==> config.mk <==
export PLATFORM = sky130hd
export DESIGN_NAME = trace_attach_host
export DESIGN_NICKNAME = d
export VERILOG_FILES = /design/src/trace_attach_pkg.sv /design/src/tap_sequencer.sv /design/src/copro_select_glue.sv /design/src/trace_attach_host.sv
export SDC_FILE = /design/constraint.sdc
export NUM_CORES = 1
export LEC_CHECK = 0
export BUFFER_PORTS_ARGS = -buffer_cell sky130_fd_sc_hd__buf_2
export CAP_MARGIN = 15
export CORE_AREA = 5 5 150 152
export DETAILED_ROUTE_END_ITERATION = 10
export DIE_AREA = 0 0 155 157
export RECOVER_POWER = 50
export SKIP_LAST_GASP = 1
export SLEW_MARGIN = 5
export SYNTH_ARGS = -nofsm -noshare
export SYNTH_HDL_FRONTEND = slang
export SYNTH_SLANG_ARGS = --single-unit
==> constraint.sdc <==
create_clock -name ref_clk -period 4.8 [get_ports ref_clk]
set_clock_uncertainty 0.2 [all_clocks]
set_input_delay 0.48 -clock ref_clk [delete_from_list [all_inputs] [get_ports ref_clk]]
set_output_delay 0.48 -clock ref_clk [all_outputs]
set_load 0.01 [all_outputs]
==> src/trace_attach_pkg.sv <==
// shared constants, carriers and state types for the trace attachment host
// assumes a single 50 MHz ref_clk; test clock is derived from it by a divider
package trace_attach_pkg;
    localparam int CLK_PERIOD_NS = 20;
    // test clock half period, a least time, so rounded up
    localparam int TCK_HALF_NS = 80;
    localparam int TCK_HALF_CYC = (TCK_HALF_NS + CLK_PERIOD_NS - 1) / CLK_PERIOD_NS;
    // test reset hold and settle time after release, least times
    localparam int TRST_HOLD_NS = 200;
    localparam int TRST_HOLD_CYC = (TRST_HOLD_NS + CLK_PERIOD_NS - 1) / CLK_PERIOD_NS;
    localparam int SETTLE_NS = 100;
    localparam int SETTLE_CYC = (SETTLE_NS + CLK_PERIOD_NS - 1) / CLK_PERIOD_NS;
    localparam int CNT_W = 4;
    localparam int BIT_W = 5;
    localparam int DATA_W = 32;
    localparam int SHIFT_W = 32;
    localparam logic [CNT_W-1:0] TCK_HALF_CNT = CNT_W'(TCK_HALF_CYC - 1);
    localparam logic [CNT_W-1:0] TRST_HOLD_CNT = CNT_W'(TRST_HOLD_CYC - 1);
    localparam logic [CNT_W-1:0] SETTLE_CNT = CNT_W'(SETTLE_CYC - 1);
    localparam logic [CNT_W-1:0] CNT_ZERO = 4'h0;
    localparam logic [BIT_W-1:0] BIT_ZERO = 5'h00;
    localparam logic [1:0] SYNC_CLEAR = 2'h0;

    // core data-side control outputs seen by the glue
    typedef struct packed {
        logic data_request_n;
        logic data_sequential;
        logic data_write_not_read;
        logic condition_pass_flag;
    } core_ctl_s;

    // constant inputs of the trace unit that this core cannot provide
    typedef struct packed {
        logic instruction_valid_in;
        logic fetch_addr0;
        logic java_state_bit;
        logic java_first_fetch;
        logic java_last_fetch;
    } tie_s;

    // test access pins driven toward the trace unit
    typedef struct packed {
        logic tck;
        logic tms;
        logic tdi;
        logic test_reset_n;
        logic jtag_clock_enable;
        logic chain_expansion_in;
    } tap_pins_s;

    typedef enum logic [2:0] {
        SEQ_IDLE,
        SEQ_RST_HOLD,
        SEQ_RST_SETTLE,
        SEQ_SHIFT_LO,
        SEQ_SHIFT_HI,
        SEQ_DONE
    } seq_state_e;

    typedef struct packed {
        logic read_data_select;
        logic copro_store_select;
        logic copro_seq_select;
    } glue_state_s;

    typedef struct packed {
        seq_state_e state;
        logic [CNT_W-1:0] cnt;
        logic [BIT_W-1:0] bits_left;
        logic [SHIFT_W-1:0] tms_sh;
        logic [SHIFT_W-1:0] tdi_sh;
        logic [SHIFT_W-1:0] tdo_sh;
        logic tck;
        logic tms;
        logic tdi;
        logic test_reset_n;
        logic ext_chain;
        logic tdo_s1;
        logic tdo_s2;
    } seq_state_s;

    typedef struct packed {
        logic [1:0] rst_sync;
        logic [1:0] trst_sync;
    } top_state_s;
endpackage

==> src/tap_sequencer.sv <==
// test access sequencer: divides ref_clk into a test clock, runs test resets and shifts
// assumes tdo arrives from another timing domain and is synchronised here
module tap_sequencer (
    // clock and reset
    input wire logic ref_clk,
    input wire logic rst_n,
    // command side
    input wire logic cmd_valid,
    output logic cmd_ready,
    input wire logic cmd_reset,
    input wire logic [trace_attach_pkg::BIT_W-1:0] cmd_count,
    input wire logic [trace_attach_pkg::SHIFT_W-1:0] cmd_tms,
    input wire logic [trace_attach_pkg::SHIFT_W-1:0] cmd_tdi,
    output logic done,
    output logic [trace_attach_pkg::SHIFT_W-1:0] tdo_bits,
    // test access pins
    output trace_attach_pkg::tap_pins_s tap_out,
    input wire logic tdo
);
    trace_attach_pkg::seq_state_s st_r;
    trace_attach_pkg::seq_state_s st_nxt;

    always_comb begin
        st_nxt = st_r;
        st_nxt.tdo_s1 = tdo;
        st_nxt.tdo_s2 = st_r.tdo_s1;
        case (st_r.state)
            trace_attach_pkg::SEQ_IDLE: begin
                if (cmd_valid) begin
                    if (cmd_reset) begin
                        // clock stopped low, mode select high, reset asserted
                        st_nxt.state = trace_attach_pkg::SEQ_RST_HOLD;
                        st_nxt.tck = 1'b0;
                        st_nxt.tms = 1'b1;
                        st_nxt.test_reset_n = 1'b0;
                        st_nxt.cnt = trace_attach_pkg::TRST_HOLD_CNT;
                    end else begin
                        st_nxt.state = trace_attach_pkg::SEQ_SHIFT_LO;
                        st_nxt.bits_left = cmd_count;
                        st_nxt.tms_sh = cmd_tms;
                        st_nxt.tdi_sh = cmd_tdi;
                        st_nxt.tdo_sh = '0;
                        st_nxt.tms = cmd_tms[0];
                        st_nxt.tdi = cmd_tdi[0];
                        st_nxt.cnt = trace_attach_pkg::TCK_HALF_CNT;
                    end
                end
            end
            trace_attach_pkg::SEQ_RST_HOLD: begin
                if (st_r.cnt == trace_attach_pkg::CNT_ZERO) begin
                    // release while the test clock is stopped
                    st_nxt.test_reset_n = 1'b1;
                    st_nxt.cnt = trace_attach_pkg::SETTLE_CNT;
                    st_nxt.state = trace_attach_pkg::SEQ_RST_SETTLE;
                end else begin
                    st_nxt.cnt = st_r.cnt - 1'b1;
                end
            end
            trace_attach_pkg::SEQ_RST_SETTLE: begin
                if (st_r.cnt == trace_attach_pkg::CNT_ZERO) begin
                    st_nxt.state = trace_attach_pkg::SEQ_DONE;
                end else begin
                    st_nxt.cnt = st_r.cnt - 1'b1;
                end
            end
            trace_attach_pkg::SEQ_SHIFT_LO: begin
                if (st_r.cnt == trace_attach_pkg::CNT_ZERO) begin
                    st_nxt.tdo_sh = {st_r.tdo_s2, st_r.tdo_sh[trace_attach_pkg::SHIFT_W-1:1]};
                    st_nxt.tck = 1'b1;
                    // external chain stage moves only with the rising test clock
                    st_nxt.ext_chain = st_r.tdi;
                    st_nxt.cnt = trace_attach_pkg::TCK_HALF_CNT;
                    st_nxt.state = trace_attach_pkg::SEQ_SHIFT_HI;
                end else begin
                    st_nxt.cnt = st_r.cnt - 1'b1;
                end
            end
            trace_attach_pkg::SEQ_SHIFT_HI: begin
                if (st_r.cnt == trace_attach_pkg::CNT_ZERO) begin
                    st_nxt.tck = 1'b0;
                    st_nxt.cnt = trace_attach_pkg::TCK_HALF_CNT;
                    if (st_r.bits_left == trace_attach_pkg::BIT_ZERO) begin
                        st_nxt.state = trace_attach_pkg::SEQ_DONE;
                    end else begin
                        st_nxt.bits_left = st_r.bits_left - 1'b1;
                        st_nxt.tms_sh = st_r.tms_sh >> 1;
                        st_nxt.tdi_sh = st_r.tdi_sh >> 1;
                        st_nxt.tms = st_r.tms_sh[1];
                        st_nxt.tdi = st_r.tdi_sh[1];
                        st_nxt.state = trace_attach_pkg::SEQ_SHIFT_LO;
                    end
                end else begin
                    st_nxt.cnt = st_r.cnt - 1'b1;
                end
            end
            trace_attach_pkg::SEQ_DONE: begin
                st_nxt.state = trace_attach_pkg::SEQ_IDLE;
            end
            default: begin
                st_nxt.state = trace_attach_pkg::SEQ_IDLE;
            end
        endcase
    end

    always_ff @(posedge ref_clk or negedge rst_n) begin
        if (!rst_n) begin
            st_r <= '0;
            st_r.state <= trace_attach_pkg::SEQ_IDLE;
            st_r.tms <= 1'b1;
        end else begin
            st_r <= st_nxt;
        end
    end

    assign cmd_ready = (st_r.state == trace_attach_pkg::SEQ_IDLE);
    assign done = (st_r.state == trace_attach_pkg::SEQ_DONE);
    assign tdo_bits = st_r.tdo_sh;
    always_comb begin
        // expansion data first, so the far side never sees the clock edge before it
        tap_out.chain_expansion_in = st_r.ext_chain;
        tap_out.tck = st_r.tck;
        tap_out.tms = st_r.tms;
        tap_out.tdi = st_r.tdi;
        tap_out.test_reset_n = st_r.test_reset_n;
        // test clock divided from ref_clk and stopped between commands
        tap_out.jtag_clock_enable = 1'b1;
    end

    // helper: cycles the test clock has been high
    logic [trace_attach_pkg::CNT_W-1:0] hi_cnt;
    always_ff @(posedge ref_clk or negedge rst_n) begin
        if (!rst_n) begin
            hi_cnt <= '0;
        end else if (st_r.tck) begin
            hi_cnt <= hi_cnt + 1'b1;
        end else begin
            hi_cnt <= '0;
        end
    end

    trst_tms_a: assert property (@(posedge ref_clk) disable iff (!rst_n)
        !tap_out.test_reset_n |-> tap_out.tms)
        else $error("mode select low during test reset");
    trst_stop_a: assert property (@(posedge ref_clk) disable iff (!rst_n)
        $rose(tap_out.test_reset_n) |-> !tap_out.tck && !$past(tap_out.tck))
        else $error("test reset released with clock running");
    tck_en_a: assert property (@(posedge ref_clk) disable iff (!rst_n)
        tap_out.jtag_clock_enable)
        else $error("test clock enable not held high");
    chain_edge_a: assert property (@(posedge ref_clk) disable iff (!rst_n)
        $changed(tap_out.chain_expansion_in) |-> $rose(tap_out.tck))
        else $error("expansion data changed away from rising test clock");
    tck_high_a: assert property (@(posedge ref_clk) disable iff (!rst_n)
        $rose(tap_out.tck) |-> tap_out.tck [*4] ##1 !tap_out.tck)
        else $error("test clock high phase not four cycles");
    hold_len_a: assert property (@(posedge ref_clk) disable iff (!rst_n)
        $fell(tap_out.test_reset_n) |-> !tap_out.test_reset_n [*8])
        else $error("test reset held too briefly");
    hi_bound_a: assert property (@(posedge ref_clk) disable iff (!rst_n)
        hi_cnt <= 4'h4)
        else $error("test clock stuck high");
    cover_reset_c: cover property (@(posedge ref_clk) disable iff (!rst_n)
        $rose(tap_out.test_reset_n));
    cover_shift_c: cover property (@(posedge ref_clk) disable iff (!rst_n)
        $rose(tap_out.tck) ##[1:20] done);
endmodule

==> src/copro_select_glue.sv <==
// registered coprocessor select glue and data bus steering
// assumes core and coprocessor sit on ref_clk; rst_n is already synchronised
module copro_select_glue (
    // clock and reset
    input wire logic ref_clk,
    input wire logic rst_n,
    // core side
    input wire trace_attach_pkg::core_ctl_s core_ctl,
    input wire logic [trace_attach_pkg::DATA_W-1:0] mem_rdata,
    input wire logic [trace_attach_pkg::DATA_W-1:0] core_wdata,
    input wire logic [trace_attach_pkg::DATA_W-1:0] copro_rdata,
    // steered buses and selects
    output logic [trace_attach_pkg::DATA_W-1:0] read_data_bus,
    output logic [trace_attach_pkg::DATA_W-1:0] write_data_bus,
    output logic [trace_attach_pkg::DATA_W-1:0] core_read_in,
    output trace_attach_pkg::glue_state_s sel
);
    trace_attach_pkg::glue_state_s st_r;
    trace_attach_pkg::glue_state_s st_nxt;

    always_comb begin
        st_nxt = st_r;
        st_nxt.read_data_select = ~(core_ctl.data_request_n & core_ctl.data_sequential)
            & ~core_ctl.data_write_not_read;
        st_nxt.copro_store_select = ~core_ctl.data_request_n & ~core_ctl.condition_pass_flag;
        st_nxt.copro_seq_select = core_ctl.data_request_n & core_ctl.data_sequential;
    end

    always_ff @(posedge ref_clk or negedge rst_n) begin
        if (!rst_n) begin
            st_r <= '0;
        end else begin
            st_r <= st_nxt;
        end
    end

    // coprocessor output mirrored onto the buses the trace unit samples
    assign read_data_bus = st_r.read_data_select ? copro_rdata : mem_rdata;
    assign write_data_bus = st_r.copro_store_select ? copro_rdata : core_wdata;
    assign core_read_in = st_r.copro_seq_select ? copro_rdata : mem_rdata;
    assign sel = st_r;

    // read select as it must stand one cycle later
    logic read_sel_exp;
    assign read_sel_exp = ~(core_ctl.data_request_n & core_ctl.data_sequential) & ~core_ctl.data_write_not_read;

    read_sel_a: assert property (@(posedge ref_clk) disable iff (!rst_n)
        1'b1 |=> sel.read_data_select == $past(read_sel_exp))
        else $error("read select does not follow request and direction");
    store_sel_a: assert property (@(posedge ref_clk) disable iff (!rst_n)
        (!core_ctl.data_request_n && !core_ctl.condition_pass_flag) |=> sel.copro_store_select)
        else $error("store select missed a coprocessor transfer");
    seq_sel_a: assert property (@(posedge ref_clk) disable iff (!rst_n)
        !(core_ctl.data_request_n && core_ctl.data_sequential) |=> !sel.copro_seq_select)
        else $error("sequential select set without idle sequential cycle");
    copro_mirror_a: assert property (@(posedge ref_clk) disable iff (!rst_n)
        sel.read_data_select |-> read_data_bus == copro_rdata)
        else $error("coprocessor data not on read bus");
    cover_copro_store_c: cover property (@(posedge ref_clk) disable iff (!rst_n)
        sel.copro_store_select && write_data_bus == copro_rdata);
endmodule

==> src/trace_attach_host.sv <==
// top of the host that attaches a core and a test access driver to a trace unit
// assumes core signals share ref_clk; tdo comes back from the trace unit pins
// Functional notes
// tie instruction valid input high when the core lacks that output
// trace unit samples read bus while direction shows a read
// trace unit samples read bus on coprocessor transfers with request and pass low
// trace unit samples write bus in all other cycles
// coprocessor memory data must appear on the sampled bus
// read select registers not(request and sequential) and not write, each edge
// store select registers not request and not condition pass, each edge
// sequential select registers request and sequential, each edge
// tie fetch address bit 0 and java inputs low when absent
// trace unit main logic acts on rising main clock only
// trace unit samples core inputs only while core clock enable high
// trace unit outputs move on rising edge, even with enable low
// trace state reset clears state and fifo, keeps control register
// drive trace state reset from the test reset, not core reset; resetn also clears its sync flops here, so core reset asserts it
// synchronise the test reset into the main clock domain first
// tie test clock enable high for free-running asynchronous test clock
// trace unit synchronises every crossing between its two clocks
// test reset clears test state machine and main control register
// hold mode select high in test reset; release with clock stopped
// trace unit passes expansion input to data out off its own chain
// trace unit data out moves on rising test clock with enable high
// expansion input source changes only around rising test clock
module trace_attach_host (
    // clock and reset
    input wire logic ref_clk,
    input wire logic resetn,
    // core side
    input wire trace_attach_pkg::core_ctl_s core_ctl,
    input wire logic [trace_attach_pkg::DATA_W-1:0] mem_rdata,
    input wire logic [trace_attach_pkg::DATA_W-1:0] core_wdata,
    input wire logic [trace_attach_pkg::DATA_W-1:0] copro_rdata,
    output logic [trace_attach_pkg::DATA_W-1:0] core_read_in,
    // trace unit data side
    output logic [trace_attach_pkg::DATA_W-1:0] read_data_bus,
    output logic [trace_attach_pkg::DATA_W-1:0] write_data_bus,
    output trace_attach_pkg::glue_state_s sel,
    output trace_attach_pkg::tie_s ties,
    output logic trace_state_reset_n,
    // debugger command side
    input wire logic cmd_valid,
    output logic cmd_ready,
    input wire logic cmd_reset,
    input wire logic [trace_attach_pkg::BIT_W-1:0] cmd_count,
    input wire logic [trace_attach_pkg::SHIFT_W-1:0] cmd_tms,
    input wire logic [trace_attach_pkg::SHIFT_W-1:0] cmd_tdi,
    output logic done,
    output logic [trace_attach_pkg::SHIFT_W-1:0] tdo_bits,
    // test access pins
    output trace_attach_pkg::tap_pins_s tap_out,
    input wire logic tdo
);
    trace_attach_pkg::top_state_s st_r;
    trace_attach_pkg::top_state_s st_nxt;
    logic rst_n;

    always_comb begin
        st_nxt = st_r;
        st_nxt.rst_sync = {st_r.rst_sync[0], 1'b1};
        // test reset through two flops into this domain; core reset (resetn) also clears both flops
        st_nxt.trst_sync = {st_r.trst_sync[0], tap_out.test_reset_n};
    end

    always_ff @(posedge ref_clk or negedge resetn) begin
        if (!resetn) begin
            st_r.rst_sync <= trace_attach_pkg::SYNC_CLEAR;
            st_r.trst_sync <= trace_attach_pkg::SYNC_CLEAR;
        end else begin
            st_r <= st_nxt;
        end
    end

    assign rst_n = st_r.rst_sync[1];
    assign trace_state_reset_n = st_r.trst_sync[1];

    // this core has neither instruction valid nor java trace outputs
    always_comb begin
        ties.instruction_valid_in = 1'b1;
        ties.fetch_addr0 = 1'b0;
        ties.java_state_bit = 1'b0;
        ties.java_first_fetch = 1'b0;
        ties.java_last_fetch = 1'b0;
    end

    copro_select_glue u_glue (
        .ref_clk(ref_clk),
        .rst_n(rst_n),
        .core_ctl(core_ctl),
        .mem_rdata(mem_rdata),
        .core_wdata(core_wdata),
        .copro_rdata(copro_rdata),
        .read_data_bus(read_data_bus),
        .write_data_bus(write_data_bus),
        .core_read_in(core_read_in),
        .sel(sel)
    );

    tap_sequencer u_seq (
        .ref_clk(ref_clk),
        .rst_n(rst_n),
        .cmd_valid(cmd_valid),
        .cmd_ready(cmd_ready),
        .cmd_reset(cmd_reset),
        .cmd_count(cmd_count),
        .cmd_tms(cmd_tms),
        .cmd_tdi(cmd_tdi),
        .done(done),
        .tdo_bits(tdo_bits),
        .tap_out(tap_out),
        .tdo(tdo)
    );

    ties_a: assert property (@(posedge ref_clk) disable iff (!rst_n)
        ties.instruction_valid_in && !ties.java_state_bit && !ties.fetch_addr0)
        else $error("absent core inputs not tied");
    java_ties_a: assert property (@(posedge ref_clk) disable iff (!rst_n)
        !ties.java_first_fetch && !ties.java_last_fetch)
        else $error("java fetch markers not tied low");
    trst_follow_a: assert property (@(posedge ref_clk) disable iff (!rst_n)
        $fell(tap_out.test_reset_n) |-> trace_state_reset_n [*2] ##1 !trace_state_reset_n)
        else $error("trace state reset not two cycles behind test reset");
    trst_release_a: assert property (@(posedge ref_clk) disable iff (!rst_n)
        $rose(tap_out.test_reset_n) |-> ##2 trace_state_reset_n)
        else $error("trace state reset not released after test reset");
    cover_trace_reset_c: cover property (@(posedge ref_clk) disable iff (!rst_n)
        $rose(trace_state_reset_n));
endmodule

# Word level (Yosys, flattened, before mapping)
# Index checks and enable logic that the tools add are counted.
dict set report totals {
  register_bits 122
  latch_bits 0
  ramBits 0
  rom_bits 0
  inputBits 174
  out_inout_bits 145
  wordCells 88
  mem_count 0
}
dict set report classes {
  n_addsub 2
  n_mul 0
  div_mod_pow 0
  n_lt_le_gt_ge 0
  n_eq_ne 14
  shifts 0
  mux 30
  bitwise_logic 7
  reduce_logical 17
}
# operator n
set ops {}
lappend ops {{69-bit 2-to-1 mux} 2}
lappend ops {{69-bit case mux with 2 select lines} 1}
lappend ops {{112-bit 2-to-1 mux} 1}
lappend ops {{101-bit 2-to-1 mux} 1}
lappend ops {{32-bit 2-to-1 mux} 3}
lappend ops {{32-bit case mux with 2 select lines} 1}
lappend ops {{33-bit 2-to-1 mux} 1}
lappend ops {{3-bit 2-to-1 mux} 6}
lappend ops {{4-bit case mux with 4 select lines} 1}
lappend ops {{3-bit case mux with 5 select lines} 1}
lappend ops {{5-bit AND reduction} 3}
lappend ops {{4-bit 2-to-1 mux} 3}
lappend ops {{4-bit AND reduction} 3}
lappend ops {{2-bit by 1-bit != test with 1-bit output, second input constant} 5}
lappend ops {{2-bit != test, second input constant} 4}
lappend ops {{3-bit by 2-bit == test with 1-bit output, second input constant} 2}
lappend ops {{3-bit == test, second input constant} 2}
lappend ops {{6-bit 2-to-1 mux} 1}
lappend ops {{2-bit nonzero test} 3}
lappend ops {{5-bit zero test} 1}
lappend ops {{5-bit by 1-bit subtractor with 5-bit output, second input constant} 1}
lappend ops {{4-bit zero test} 1}
lappend ops {{1-bit 2-to-1 mux} 4}
lappend ops {{1-bit NOT} 4}
lappend ops {{other kinds (13)} 15}

# Logic depth before layout (Yosys ltp)
# Gate-level depths: netlist of run 1.
dict set report depth {
  word_depth 4
  depth_mapped 9
  depth_no_buf 6
}

# Hierarchy
# A second synthesis of run 1 with hierarchy kept.
dict set report hier_totals {
  hier_cells 733
  hier_area_um2 7488.4
}
# mod n_inst cells_per_inst area_per_inst_um2 seq_area_each_um2
set modules_own_cells {}
lappend modules_own_cells {tap_sequencer 1 608 5620.4 2829.0}
lappend modules_own_cells {copro_select_glue 1 114 1722.9 75.1}
lappend modules_own_cells {trace_attach_host 1 11 145.1 100.1}

# Least setup slack after synthesis of run 1
# OpenSTA, ideal clock, no wires.
dict set report synth_timing {
  path_type {register to register}
  startpoint {reg u_seq.st_r[108] (netlist bit)}
  endpoint {reg u_seq.st_r[80] (netlist bit)}
  setup_time_ps 127
  t_arrival_ps 2298
  required_time_ps 4473
  path_slack_ps 2174
  path_stages_with_launch 10
  n_path_buf 3
  period_less_slack_ps 2626
  cell_sequence {dfrtp_1 clkbuf_1 inv_1 ha_1 or3b_1 or3_4 a21oi_4 buf_6 buf_6 mux2_1}
}
dict set report synth_between {
  elab_chain_len 3
}
# item line
set synth_lines {}
lappend synth_lines {{start, declared} tap_sequencer.sv:20} ;# trace_attach_pkg::seq_state_s st_r;
lappend synth_lines {{start signal, assigned} tap_sequencer.sv:111} ;# st_r <= st_nxt;
lappend synth_lines {{4-bit zero test} tap_sequencer.sv:79} ;# if (st_r.cnt == trace_attach_pkg::CNT_ZERO) begin
lappend synth_lines {{2-bit by 1-bit != test with 1-bit output (no line)} --}
lappend synth_lines {{5-bit AND reduction (no line)} --}
# No other way between the ends.
# A chain may end at the register's enable or synchronous reset.

# Final worst setup path of run 1
dict set report layout_timing {
  startpoint {reg u_glue.st_r (netlist bit u_glue.sel[1])}
  endpoint {out write_data_bus[20] (netlist bit)}
}
dict set report layout_between {
  elab_chain_len 1
}
# item line
set layout_lines {}
lappend layout_lines {{start, declared} copro_select_glue.sv:18} ;# trace_attach_pkg::glue_state_s st_r;
lappend layout_lines {{start signal, assigned} copro_select_glue.sv:33} ;# st_r <= st_nxt;
lappend layout_lines {{32-bit 2-to-1 mux} copro_select_glue.sv:39} ;# assign write_data_bus = st_r.copro_store_select ? copro_rdata : core_wdata;
lappend layout_lines {{end, declared} trace_attach_host.sv:38} ;# output logic [trace_attach_pkg::DATA_W-1:0] write_data_bus,
# No other way between the ends.

==> results of run 1 <==
==> sequential cells by signal, summed over array words and instances, names as in the netlist <==
name and cells:
u_seq.st_r 76, u_seq.tdo_bits 32, u_seq.tap_out 4, u_glue.sel 3, st_nxt 2, rst_n 1, trace_state_reset_n 1, u_seq.st_nxt 1
==> cells in the mapped netlist (all sizes together) (3+ instances only) <==
cell type and n:
nand2 256, mux2 160, dfrtp 119, buf 60, o21ai 52, clkbuf 36
a21oi 10, inv 10, nor2 9, nor3 6, a31oi 5, nand3 4
nor3b 4, or3 4, ha 3, or3b 3
==> per-stage QoR <==
| stage | cells | power, µW | setup slack (ns) | area (µm²) |
|---|---|---|---|---|
| 6_report | 1323 | 2680 | 1.37 | 9240 |
| 5_1_grt | 1323 | 2790 | 1.19 | 9240 |
| 4_1_cts | 1322 | 2730 | 1.46 | 9320 |
| 3_5_place_dp | 1288 | 1400 | 1.47 | 8700 |
| 3_3_place_gp | 1288 | 1400 | 1.51 | 8700 |
| 2_1_floorplan | 784 | 1220 | 1.07 | 7260 |
==> kinds of logic after synthesis <==
| logic type | after synthesis |
|---|---|
| AND/OR/NAND/NOR | 299 |
| multiplexers | 162 |
| flip-flops | 120 |
| buffers and inverters | 106 |
| AO/OA/AOI/OAI | 86 |
| adder cells (fa/ha/maj) | 3 |
| other | 2 |
| XOR/XNOR | 1 |
==> power by group through the flow <==
stage | Sequential, µW | Combinational, µW | Clock [µW]
after floorplan | 1050 | 162 | 0
after global placement | 1040 | 359 | 0
after detailed placement | 1040 | 359 | 0
after CTS | 1030 | 363 | 1340
after global routing | 1030 | 384 | 1380
final | 1030 | 355 | 1300
==> routing by layer <==
metal  part of all wire  wire, µm  global-route usage  vias to the layer above
met5            0.00089        21                   0                        -
li1                   -         -                   -                     3101
met2               0.51     11900               0.329                      240
met3              0.080      1890              0.0608                       29
met1               0.39      9240               0.214                     2962
met4              0.017       410              0.0513                        4
==> worst max-delay path by stage <==
| stage | from | to | slack (ns) | cells after the start |
|---|---|---|---|---|
| after floorplan | rst_n$_DFF_PN0_ | u_glue.sel[0]$_DFF_PN0_ | 1.07 | 0 |
| after global placement | u_seq.st_r[108]$_DFFE_PN0P_ | u_seq.st_r[47]$_DFFE_PN0P_ | 1.51 | 7 |
| after detailed placement | u_seq.st_r[108]$_DFFE_PN0P_ | u_seq.st_r[98]$_DFFE_PN0P_ | 1.47 | 7 |
| after CTS | u_seq.st_r[108]$_DFFE_PN0P_ | u_seq.st_r[98]$_DFFE_PN0P_ | 1.46 | 7 |
| after global routing | u_seq.st_r[112]$_DFFE_PN0P_ | u_seq.st_r[99]$_DFFE_PN0P_ | 1.19 | 5 |
| final | u_glue.sel[1]$_DFF_PN0_ | write_data_bus[20] | 1.37 | 3 |
==> final cells by class <==
class                           count  area share
Clock buffer                       25      0.0525
Antenna cell                        1    0.000271
Tap cell                          275      0.0372
Multi-Input combinational cell    558       0.394
Inverter                           10     0.00406
Sequential cell                   120       0.325
Clock inverter                      7      0.0126
Timing Repair Buffer              327       0.174
==> what timing repair did <==
| action | CTS | global route |
|---|---|---|
| endpoints found under the hold margin | 5 | 0 |
| setup endpoints to repair | 0 | 0 |
| buffers inserted | 0 | 0 |
| resized for setup | 0 | 0 |
| hold buffers | 2 | 0 |
==> critical path, cell delays in order, from the launching register on <==
cell and delay (ns):
dfrtp_1 0.31, clkbuf_1 1.38, mux2_2 0.46, buf_2 0.18
==> impl_metrics.csv, run 1 <==
group,metric,value,unit
synth,synth.yosys.seq_area_share,0.415,
die,chipHeight,157,µm
cts,clock_tree.buffer_depth,2,
cts,tritoncts_clock_tree,"yes",
die,rows,53,
routing,vias_per_cell,4.79,
worst_setup_path,worstRegToRegCells,5,
routing,pre_repair_dr_iteration_count,4,
synth,ys_top_cells_by_area,"dfrtp_1 41%, mux2_2 21%, nand2_1 13%",
power,portion_of_total_power_attributed_to_combinational_logic,0.133,
synth,synthSimpleGateAreaFrac,0.171,
timing,finalHoldViolations,0,
cells_and_area,num-nets-final,1211,
synth,synth.distinct_cells,57,
synth,synth.avg_cell_area,9.29,µm²
worst_setup_path,cp_data_required_time,4.12,ns
synth,synth_top_family_by_area,"multiplexers",
power,power_per_cell_area,290,nW/µm²
worst_setup_path,startpoint_type,"flop",
die,fp.coreArea,20900,µm²
worst_setup_path,reg2reg_slack,1.43,ns
global_routing,grt_util_all_layers,0.185,
synth,synthesis.instances,779,
synth,synth_enable_flop_cells,0,
synth,warning_count_from_the_yosys_run,0,
cells_and_area,drive_above_1_share,0.422,
routing,wirelength,23.5,mm
timing,tns,0,ns
global_routing,grt_pass1_wl,35.1,mm
cts,max_h_tree_level,4,
cts,clk_root_buffer_cell,"clkbuf_16",
outcome,outcome,"finished, violations left",
cells_and_area,utilization,0.442,
timing,slew_violations,84,
power,sequentialPowerShare,0.383,
worst_setup_path,setup.worst_path.class,"reg -> out",
min_path,hold-path-endpoint,"u_glue.sel[1]$_DFF_PN0_",
routing,drt_iter0_markers,302,
global_routing,number_of_antenna_violations_at_the_first_check_in_global_routing,3,
die,dieArea,24300,µm²
cts,number_of_clock_sinks_seen_by_cts,120,
cells_and_area,fillers,2149,
die,floorplan.initialDensity,0.347,
place,place_congestion,0.874,
worst_setup_path,endpoint_kind,"output pin",
synth,yosys-mux-area-fraction,0.252,
worst_setup_path,r2r_end,"u_seq.st_r[99]$_DFFE_PN0P_",
timing,max_freq,292,MHz
synth,yosys_register_bits,120,
timing,finalHoldWorstSlack,0.0246,ns
outcome,violations,"capacitance limit, slew limit",
die,dieWidth,155,µm
global_routing,grt_start_max_net_pins,68,
routing,route.antenna.remaining_nets,0,
timing,rsz0062_at_grt,"false",
cts,clock_latency,0.41,ns
synth,synthXorXnorAreaFrac,0.00121,
min_path,timing.hold.worst_path_depth,2,
global_routing,vias_in_the_first_global_route,6283,
power,clockPowerShare,0.484,
synth,synthDominantCellAreaShare,0.411,
place,place_hpwl,18.0,mm
routing,drcViolationCount,0,
synth,ys_async_sr_fraction,1.00,
routing,routedWlPerCell,17.7,µm
power,p_switching,636,µW
cells_and_area,syn2layout_area_growth,27.6,%
synth,synth.largest_area_cell,"dfrtp_1",
place,place.port_buffers,312,
power,netSwitchingFraction,0.237,
global_routing,overflow,0,
min_path,hp-start,"core_ctl[0]",
worst_setup_path,arrival,2.75,ns
cts,cts-buffers-inserted,17,
power,internal_power,2040,µW
cts,clock_transition_time_at_the_flip_flop_clock_pins_of_the_worst_setup_and_hold_paths,0.05,ns
timing,final-setup-viol-count,0,
cells_and_area,layout.cells.most_common,"buf_2",
timing,slew_headroom,-0.316,
power,power.ir.vdd_worst,0.000219,V
routing,vias,6336,
worst_setup_path,cp_max_fo,33,
cells_and_area,layout.cells.most_common_list,"262 x buf_2, 256 x nand2_1, 135 x mux2_2",
worst_setup_path,critical_path.reg2reg.startpoint,"u_seq.st_r[113]$_DFFE_PN0P_",
die,top_level_ports,319,
timing,final_min_period_over_clock_period,0.714,
synth,compound_cell_area_share_of_the_yosys_netlist,0.0705,
timing,worstMarginPinSlew,1.97,ns
synth,synth-main-ff-cell,"dfrtp_1",
cells_and_area,multi_input_gate_area,3640,µm²
synth,mappedNetlistArea,7240,µm²
run,timing.max_cap.violations,3,
power,power_leakage,0.00420,µW
min_path,hp-class,"in -> reg",
timing,timing.final.crit_period,3.43,ns
cells_and_area,seqCellArea,3000,µm²
synth,post_synth_adder_cell_area,0.00519,
(Power assumes the default switching activity.)
==> run 2, diff against run 1 <==
==> constraint.sdc (replaced) <==
create_clock -name ref_clk -period 2.8 [get_ports ref_clk]
set_clock_uncertainty 0.2 [all_clocks]
set_input_delay 0.28 -clock ref_clk [delete_from_list [all_inputs] [get_ports ref_clk]]
set_output_delay 0.28 -clock ref_clk [all_outputs]
set_load 0.01 [all_outputs]
==> run 2 against run 1 <==
Flip-flop and latch count is the same. Core utilization increased by 3.2 points. Die area unchanged. Clock power up 67%. The flow now finishes without violations. Sequential share of layout area fell by 2.2 points. Non-clock buffer count increased by 64. Setup slack worse by 1.2 ns. Clock-buffer cell count decreased by 4. Wire length rose by 1.4%. First-iteration DRC count down 19%. Critical path depth increased by 4.
==> impl_metrics.csv, run 2 (same netlist as run 1, synthesis figures left out) <==
group,metric,value,unit
outcome,outcome,"finished clean",
cells_and_area,antenna_fix_cells,0,
timing,tns,0,ns
global_routing,gr-usage-met2,0.318,
worst_setup_path,cp_data_required_time,2.89,ns
routing,drt_iter0_markers,246,
routing,drcViolationCount,0,
cts,number_of_clock_sinks_seen_by_cts,120,
worst_setup_path,endpoint_kind,"flop",
routing,vias_per_cell,4.73,
worst_setup_path,crit_slowest_cell,"or3b_1",
routing,routedWlPerCell,17.2,µm
worst_setup_path,r2r_end,"u_seq.st_r[99]$_DFFE_PN0P_",
cells_and_area,largest-register,"u_seq.st_r",
die,rows,53,
cts,cts-buffers-inserted,17,
worst_setup_path,setup.worst_path.class,"reg -> reg",
worst_setup_path,worstRegToRegCells,7,
timing,slew_violations,0,
worst_setup_path,arrival,2.75,ns
timing,timing.final.crit_period,2.66,ns
timing,rsz0062_at_grt,"false",
timing,final-setup-viol-count,0,
power,portion_of_total_power_attributed_to_combinational_logic,0.146,
cts,clk_root_buffer_cell,"clkbuf_16",
cts,clock_tree.buffer_depth,2,
die,dieWidth,155,µm
die,top_level_ports,319,
place,post_dp_cell_area,8820,µm²
power,power.ir.vdd_worst,0.000385,V
place,place_congestion,0.872,
power,netSwitchingFraction,0.246,
place,place_hpwl,18.1,mm
global_routing,grt_pass1_wl,36.2,mm
timing,slew_headroom,0.183,
power,p_switching,1130,µW
global_routing,grt_start_max_net_pins,74,
routing,vias,6550,
die,fp.coreArea,20900,µm²
global_routing,overflow,0,
worst_setup_path,max_stage_delay,0.38,ns
min_path,hp-class,"in -> reg",
cts,clock_latency,0.41,ns
routing,route.antenna.remaining_nets,0,
global_routing,vias_in_the_first_global_route,6514,
die,dieArea,24300,µm²
run,timing.max_cap.violations,0,
global_routing,top_usage_layer,"met2",
worst_setup_path,cp_top_family,"simple AND/OR/NAND/NOR gates",
power,internal_power,3470,µW
global_routing,grt.met3_usage,0.0654,
worst_setup_path,crit_path_cell_trace,"inv_1, ha_1, or3b_1, or3_4, a21oi_4, buf_12, mux2_2",
cells_and_area,num-nets-final,1275,
worst_setup_path,startpoint_type,"flop",
timing,worstMarginPinSlew,1.23,ns
routing,wirelength,23.8,mm
cells_and_area,max_reg_flops,76,
timing,finalHoldViolations,0,
die,floorplan.initialDensity,0.347,
worst_setup_path,critical_path.reg2reg.startpoint,"u_seq.st_r[108]$_DFFE_PN0P_",
cells_and_area,syn2layout_area_growth,36.9,%
timing,final_min_period_over_clock_period,0.950,
cells_and_area,layout.cells.most_common_list,"273 x buf_2, 256 x nand2_1, 135 x mux2_2",
cts,clock_transition_time_at_the_flip_flop_clock_pins_of_the_worst_setup_and_hold_paths,0.06,ns
power,power_leakage,0.00451,µW
min_path,timing.hold.worst_path_depth,4,
cells_and_area,drive_above_1_share,0.419,
global_routing,global_route.usage.met1,0.221,
power,clockPowerShare,0.472,
routing,pre_repair_dr_iteration_count,6,
min_path,hp-start,"cmd_tms[13]",
worst_setup_path,cp_max_fo,54,
cells_and_area,layout.cells.most_common,"buf_2",
cts,tritoncts_clock_tree,"yes",
die,chipHeight,157,µm
min_path,hold-path-endpoint,"u_seq.st_r[84]$_DFFE_PN0P_",
worst_setup_path,setup.worst_path.start,"u_seq.st_r[108]$_DFFE_PN0P_",
worst_setup_path,critical_path_buf_inv_count,2,
power,power_per_cell_area,464,nW/µm²
place,place.port_buffers,312,
cells_and_area,fillers,2034,
cells_and_area,stdcell_area,9910,µm²
power,sequentialPowerShare,0.382,
cts,cts_resizes,0,
global_routing,number_of_antenna_violations_at_the_first_check_in_global_routing,3,
timing,finalHoldWorstSlack,0.00641,ns
global_routing,grt_util_all_layers,0.190,
worst_setup_path,reg2reg_slack,0.14,ns
timing,max_freq,376,MHz
cts,max_h_tree_level,4,
-- run 2: cell types whose count changed in the layout (fill, tap and decap cells not counted), moves of 2 or more --
| cell | delta |
|---|---|
| clkbuf_1 | -15 |
| clkbuf_2 | +3 |
| clkinv_2 | +2 |
| buf_12 | +4 |
| dlygate4sd3_1 | +56 |
| buf_2 | +11 |
-- run 2: repair_timing --
action,CTS,global route
hold buffers,58,0
setup buffers,0,0
endpoints found under the hold margin,57,0
setup endpoints to repair,0,0
-- run 2: worst reg2reg max path, delay by kind of cell, from the launching register on --
kind	cells	cell delay [ns]
AND/OR/NAND/NOR	2	0.75
multiplexers	1	0.42
buffers and inverters	2	0.41
flip-flops	1	0.37
adder cells (fa/ha/maj)	1	0.22
AO/OA/AOI/OAI	1	0.17
-- run 2: per-layer routing --
metal | vias up | share of wire
li1 | 3215 | -
met1 | 3055 | 0.39
met2 | 227 | 0.48
met3 | 47 | 0.088
met4 | 6 | 0.037
met5 | - | 0.0013
-- run 2: final cells by class --
| class | instances | area [µm²] | share of cell area |
|---|---|---|---|
| Sequential cell | 120 | 3000 | 0.303 |
| Multi-Input combinational cell | 558 | 3650 | 0.368 |
| Timing Repair Buffer | 391 | 2280 | 0.230 |
| Inverter | 10 | 37.5 | 0.00379 |
| Clock inverter | 11 | 121 | 0.0122 |
| Tap cell | 275 | 344 | 0.0347 |
| Clock buffer | 21 | 470 | 0.0475 |
-- run 2: power groups by stage --
| stage | sequential (µW) | combinational (µW) | clock, µW |
|---|---|---|---|
| after detailed placement | 1790 | 616 | 0 |
| after global routing | 1760 | 730 | 2300 |
| after global placement | 1790 | 615 | 0 |
| after CTS | 1760 | 681 | 2210 |
| final | 1760 | 672 | 2170 |
| after floorplan | 1810 | 278 | 0 |
-- run 2: worst max-delay path by stage --
stage	endpoint	slack, ns	depth (start not counted)
4_1_cts	u_seq.st_r[99]$_DFFE_PN0P_	0.13	7
3_3_place_gp	u_seq.st_r[48]$_DFFE_PN0P_	0.16	7
2_1_floorplan	u_seq.st_r[80]$_DFFE_PN0P_	0.17	9
6_report	u_seq.st_r[99]$_DFFE_PN0P_	0.14	7
5_1_grt	u_seq.st_r[97]$_DFFE_PN0P_	0.02	7
3_5_place_dp	u_seq.st_r[99]$_DFFE_PN0P_	0.15	7
-- run 2: metrics by stage --
step / power [µW] / util / setup slack (ns) / instances
after floorplan: 2080 / - / 0.174 / 784
after global placement: 2400 / 0.422 / 0.165 / 1296
after global routing: 4790 / 0.474 / 0.0160 / 1386
after CTS: 4650 / 0.479 / 0.128 / 1386
final: 4600 / 0.474 / 0.141 / 1386
after detailed placement: 2410 / 0.422 / 0.154 / 1296
==> run 3, diff against run 2 <==
==> constraint.sdc (replaced) <==
create_clock -name ref_clk -period 2.25 [get_ports ref_clk]
set_clock_uncertainty 0.2 [all_clocks]
set_input_delay 0.225 -clock ref_clk [delete_from_list [all_inputs] [get_ports ref_clk]]
set_output_delay 0.225 -clock ref_clk [all_outputs]
set_load 0.01 [all_outputs]
==> run 3 against run 2 <==
The run now ends with setup timing left. Power increased by 26%. Die area unchanged. Final cell count increased by 3.8%. First-iteration DRC count increased by 15%. Largest cell class unchanged. Largest power group unchanged. Highest routed layer unchanged.
==> impl_metrics.csv, run 3 (same netlist as run 1, synthesis figures left out) <==
group,metric,value,unit
outcome,outcome,"finished, violations left",
outcome,violations,"setup timing",
run,timing.max_cap.violations,0,
routing,wirelength,27.0,mm
power,power.ir.vdd_worst,0.000518,V
die,top_level_ports,319,
timing,finalHoldWorstSlack,0.0518,ns
place,place_hpwl,19.7,mm
place,place.port_buffers,312,
power,power_per_cell_area,547,nW/µm²
timing,slew_headroom,0.123,
worst_setup_path,critical_path_buf_inv_count,3,
cts,number_of_clock_sinks_seen_by_cts,120,
worst_setup_path,setup.worst_path.class,"reg -> reg",
cells_and_area,syn2layout_area_growth,46.6,%
global_routing,grt_start_max_net_pins,66,
worst_setup_path,startpoint_type,"flop",
cells_and_area,max_reg_flops,76,
worst_setup_path,max_stage_delay,0.40,ns
die,dieWidth,155,µm
worst_setup_path,cp_max_fo,15,
die,rows,53,
power,power,5810,µW
cts,clock_transition_time_at_the_flip_flop_clock_pins_of_the_worst_setup_and_hold_paths,0.05,ns
timing,final-setup-viol-count,63,
routing,drt_iter0_markers,283,
global_routing,grt_util_all_layers,0.211,
min_path,hp-class,"in -> reg",
cells_and_area,layout.cells.most_common_list,"282 x buf_2, 256 x nand2_1, 127 x mux2_2",
die,floorplan.initialDensity,0.347,
timing,max_freq,402,MHz
timing,rsz0062_at_grt,"true",
cells_and_area,utilization,0.508,
global_routing,overflow,0,
worst_setup_path,crit_slowest_cell,"dfrtp_1",
cts,cts-buffers-inserted,17,
worst_setup_path,cp_data_required_time,2.35,ns
place,worst_slack_at_placement,-0.305,ns
power,power_leakage,0.00495,µW
worst_setup_path,crit_path_cell_trace,"clkinv_4, ha_4, or3b_4, or3_4, a21oi_4, buf_6, clkbuf_16, mux2_2",
cts,clock_latency,0.42,ns
routing,drcViolationCount,0,
routing,vias,6842,
cts,max_h_tree_level,4,
die,chipHeight,157,µm
die,dieArea,24300,µm²
timing,setup_ws,-0.239,ns
routing,vias_per_cell,4.75,
cts,tritoncts_clock_tree,"yes",
cts,clock_tree.buffer_depth,2,
cells_and_area,num-nets-final,1324,
cells_and_area,drive_above_1_share,0.462,
global_routing,vias_in_the_first_global_route,6944,
timing,final_min_period_over_clock_period,1.11,
cells_and_area,layout.cells.most_common,"buf_2",
place,place_congestion,0.880,
timing,slew_violations,0,
global_routing,number_of_antenna_violations_at_the_first_check_in_global_routing,7,
cells_and_area,largest-register,"u_seq.st_r",
worst_setup_path,cp_top_family,"simple AND/OR/NAND/NOR gates",
timing,worstMarginPinSlew,1.32,ns
timing,finalHoldViolations,0,
worst_setup_path,endpoint_kind,"flop",
routing,pre_repair_dr_iteration_count,4,
worst_setup_path,arrival,2.59,ns
routing,routedWlPerCell,18.8,µm
routing,route.antenna.remaining_nets,0,
global_routing,grt_pass1_wl,39.7,mm
cts,clk_root_buffer_cell,"clkbuf_16",
die,fp.coreArea,20900,µm²
timing,timing.final.crit_period,2.49,ns
## run 3: cell types whose count changed in the layout (fill, tap and decap cells not counted), sizes merged
cell         delta
buf            +43
dlygate4sd3    +17
diode           +5
clkbuf         -12
## run 3: layout make-up
class,count,area (µm²)
Fill cell,1951,10300
Multi-Input combinational cell,558,3780
Sequential cell,120,3000
Timing Repair Buffer,440,2840
Clock buffer,20,467
Tap cell,275,344
Clock inverter,11,121
Inverter,10,42.5
Antenna cell,5,12.5
## run 3: worst paths after layout
kind,to,slack (ns),cells past startpoint,startpoint
worst max-delay path,u_seq.st_r[86]$_DFFE_PN0P_,-0.24,8,u_seq.st_r[108]$_DFFE_PN0P_
worst min-delay path,u_seq.tap_out[4]$_DFFE_PN1P_,0.05,4,cmd_tms[0]
worst max register to register,u_seq.st_r[86]$_DFFE_PN0P_,-0.24,8,u_seq.st_r[108]$_DFFE_PN0P_
worst min register to register,rst_n$_DFF_PN0_,0.15,0,st_nxt[3]$_DFF_PN0_
max in group asynchronous,u_seq.tdo_bits[28]$_DFFE_PN0P_,0.31,1,rst_n$_DFF_PN0_
min in group asynchronous,u_seq.st_r[83]$_DFFE_PN0P_,0.35,0,rst_n$_DFF_PN0_
## run 3: worst reg2reg max path, stage by stage, from the launching register on
cell	delay (ns)
dfrtp_1	0.40
clkinv_4	0.07
ha_4	0.12
or3b_4	0.38
or3_4	0.36
a21oi_4	0.18
buf_6	0.15
clkbuf_16	0.18
mux2_2	0.34
## run 3: routing by layer
metal  up-vias  track usage  wire length [µm]
li1       3314            -                 -
met1      3211        0.231             10000
met2       257        0.360             13500
met3        56       0.0709              2130
met4         4        0.121              1300
met5         -            0                23
## run 3: report_power, final
group          total, µW  leakage [µW]  switching (µW)  internal (µW)
Combinational        893       0.00331             435            458
Sequential          2190       0.00135            18.7           2170
Clock               2730      0.000288            1010           1710
Total               5810       0.00495            1470           4340
## run 3: what timing repair did
action	CTS	global route
setup buffers	3	5
gates resized for setup	3	32
hold endpoints to repair	74	0
hold buffers	75	0
setup endpoints to repair	67	69
cloned	1	4
## run 3: metrics by stage
stage / cells / cell area, µm² / setup TNS, ns
finish: 1439 / 10600 / -12.98
global route: 1439 / 10600 / -18.36
CTS: 1426 / 10500 / -16.00
detailed placement: 1316 / 9050 / -16.43
global placement: 1316 / 9050 / -14.07
floorplan: 784 / 7300 / -12.66
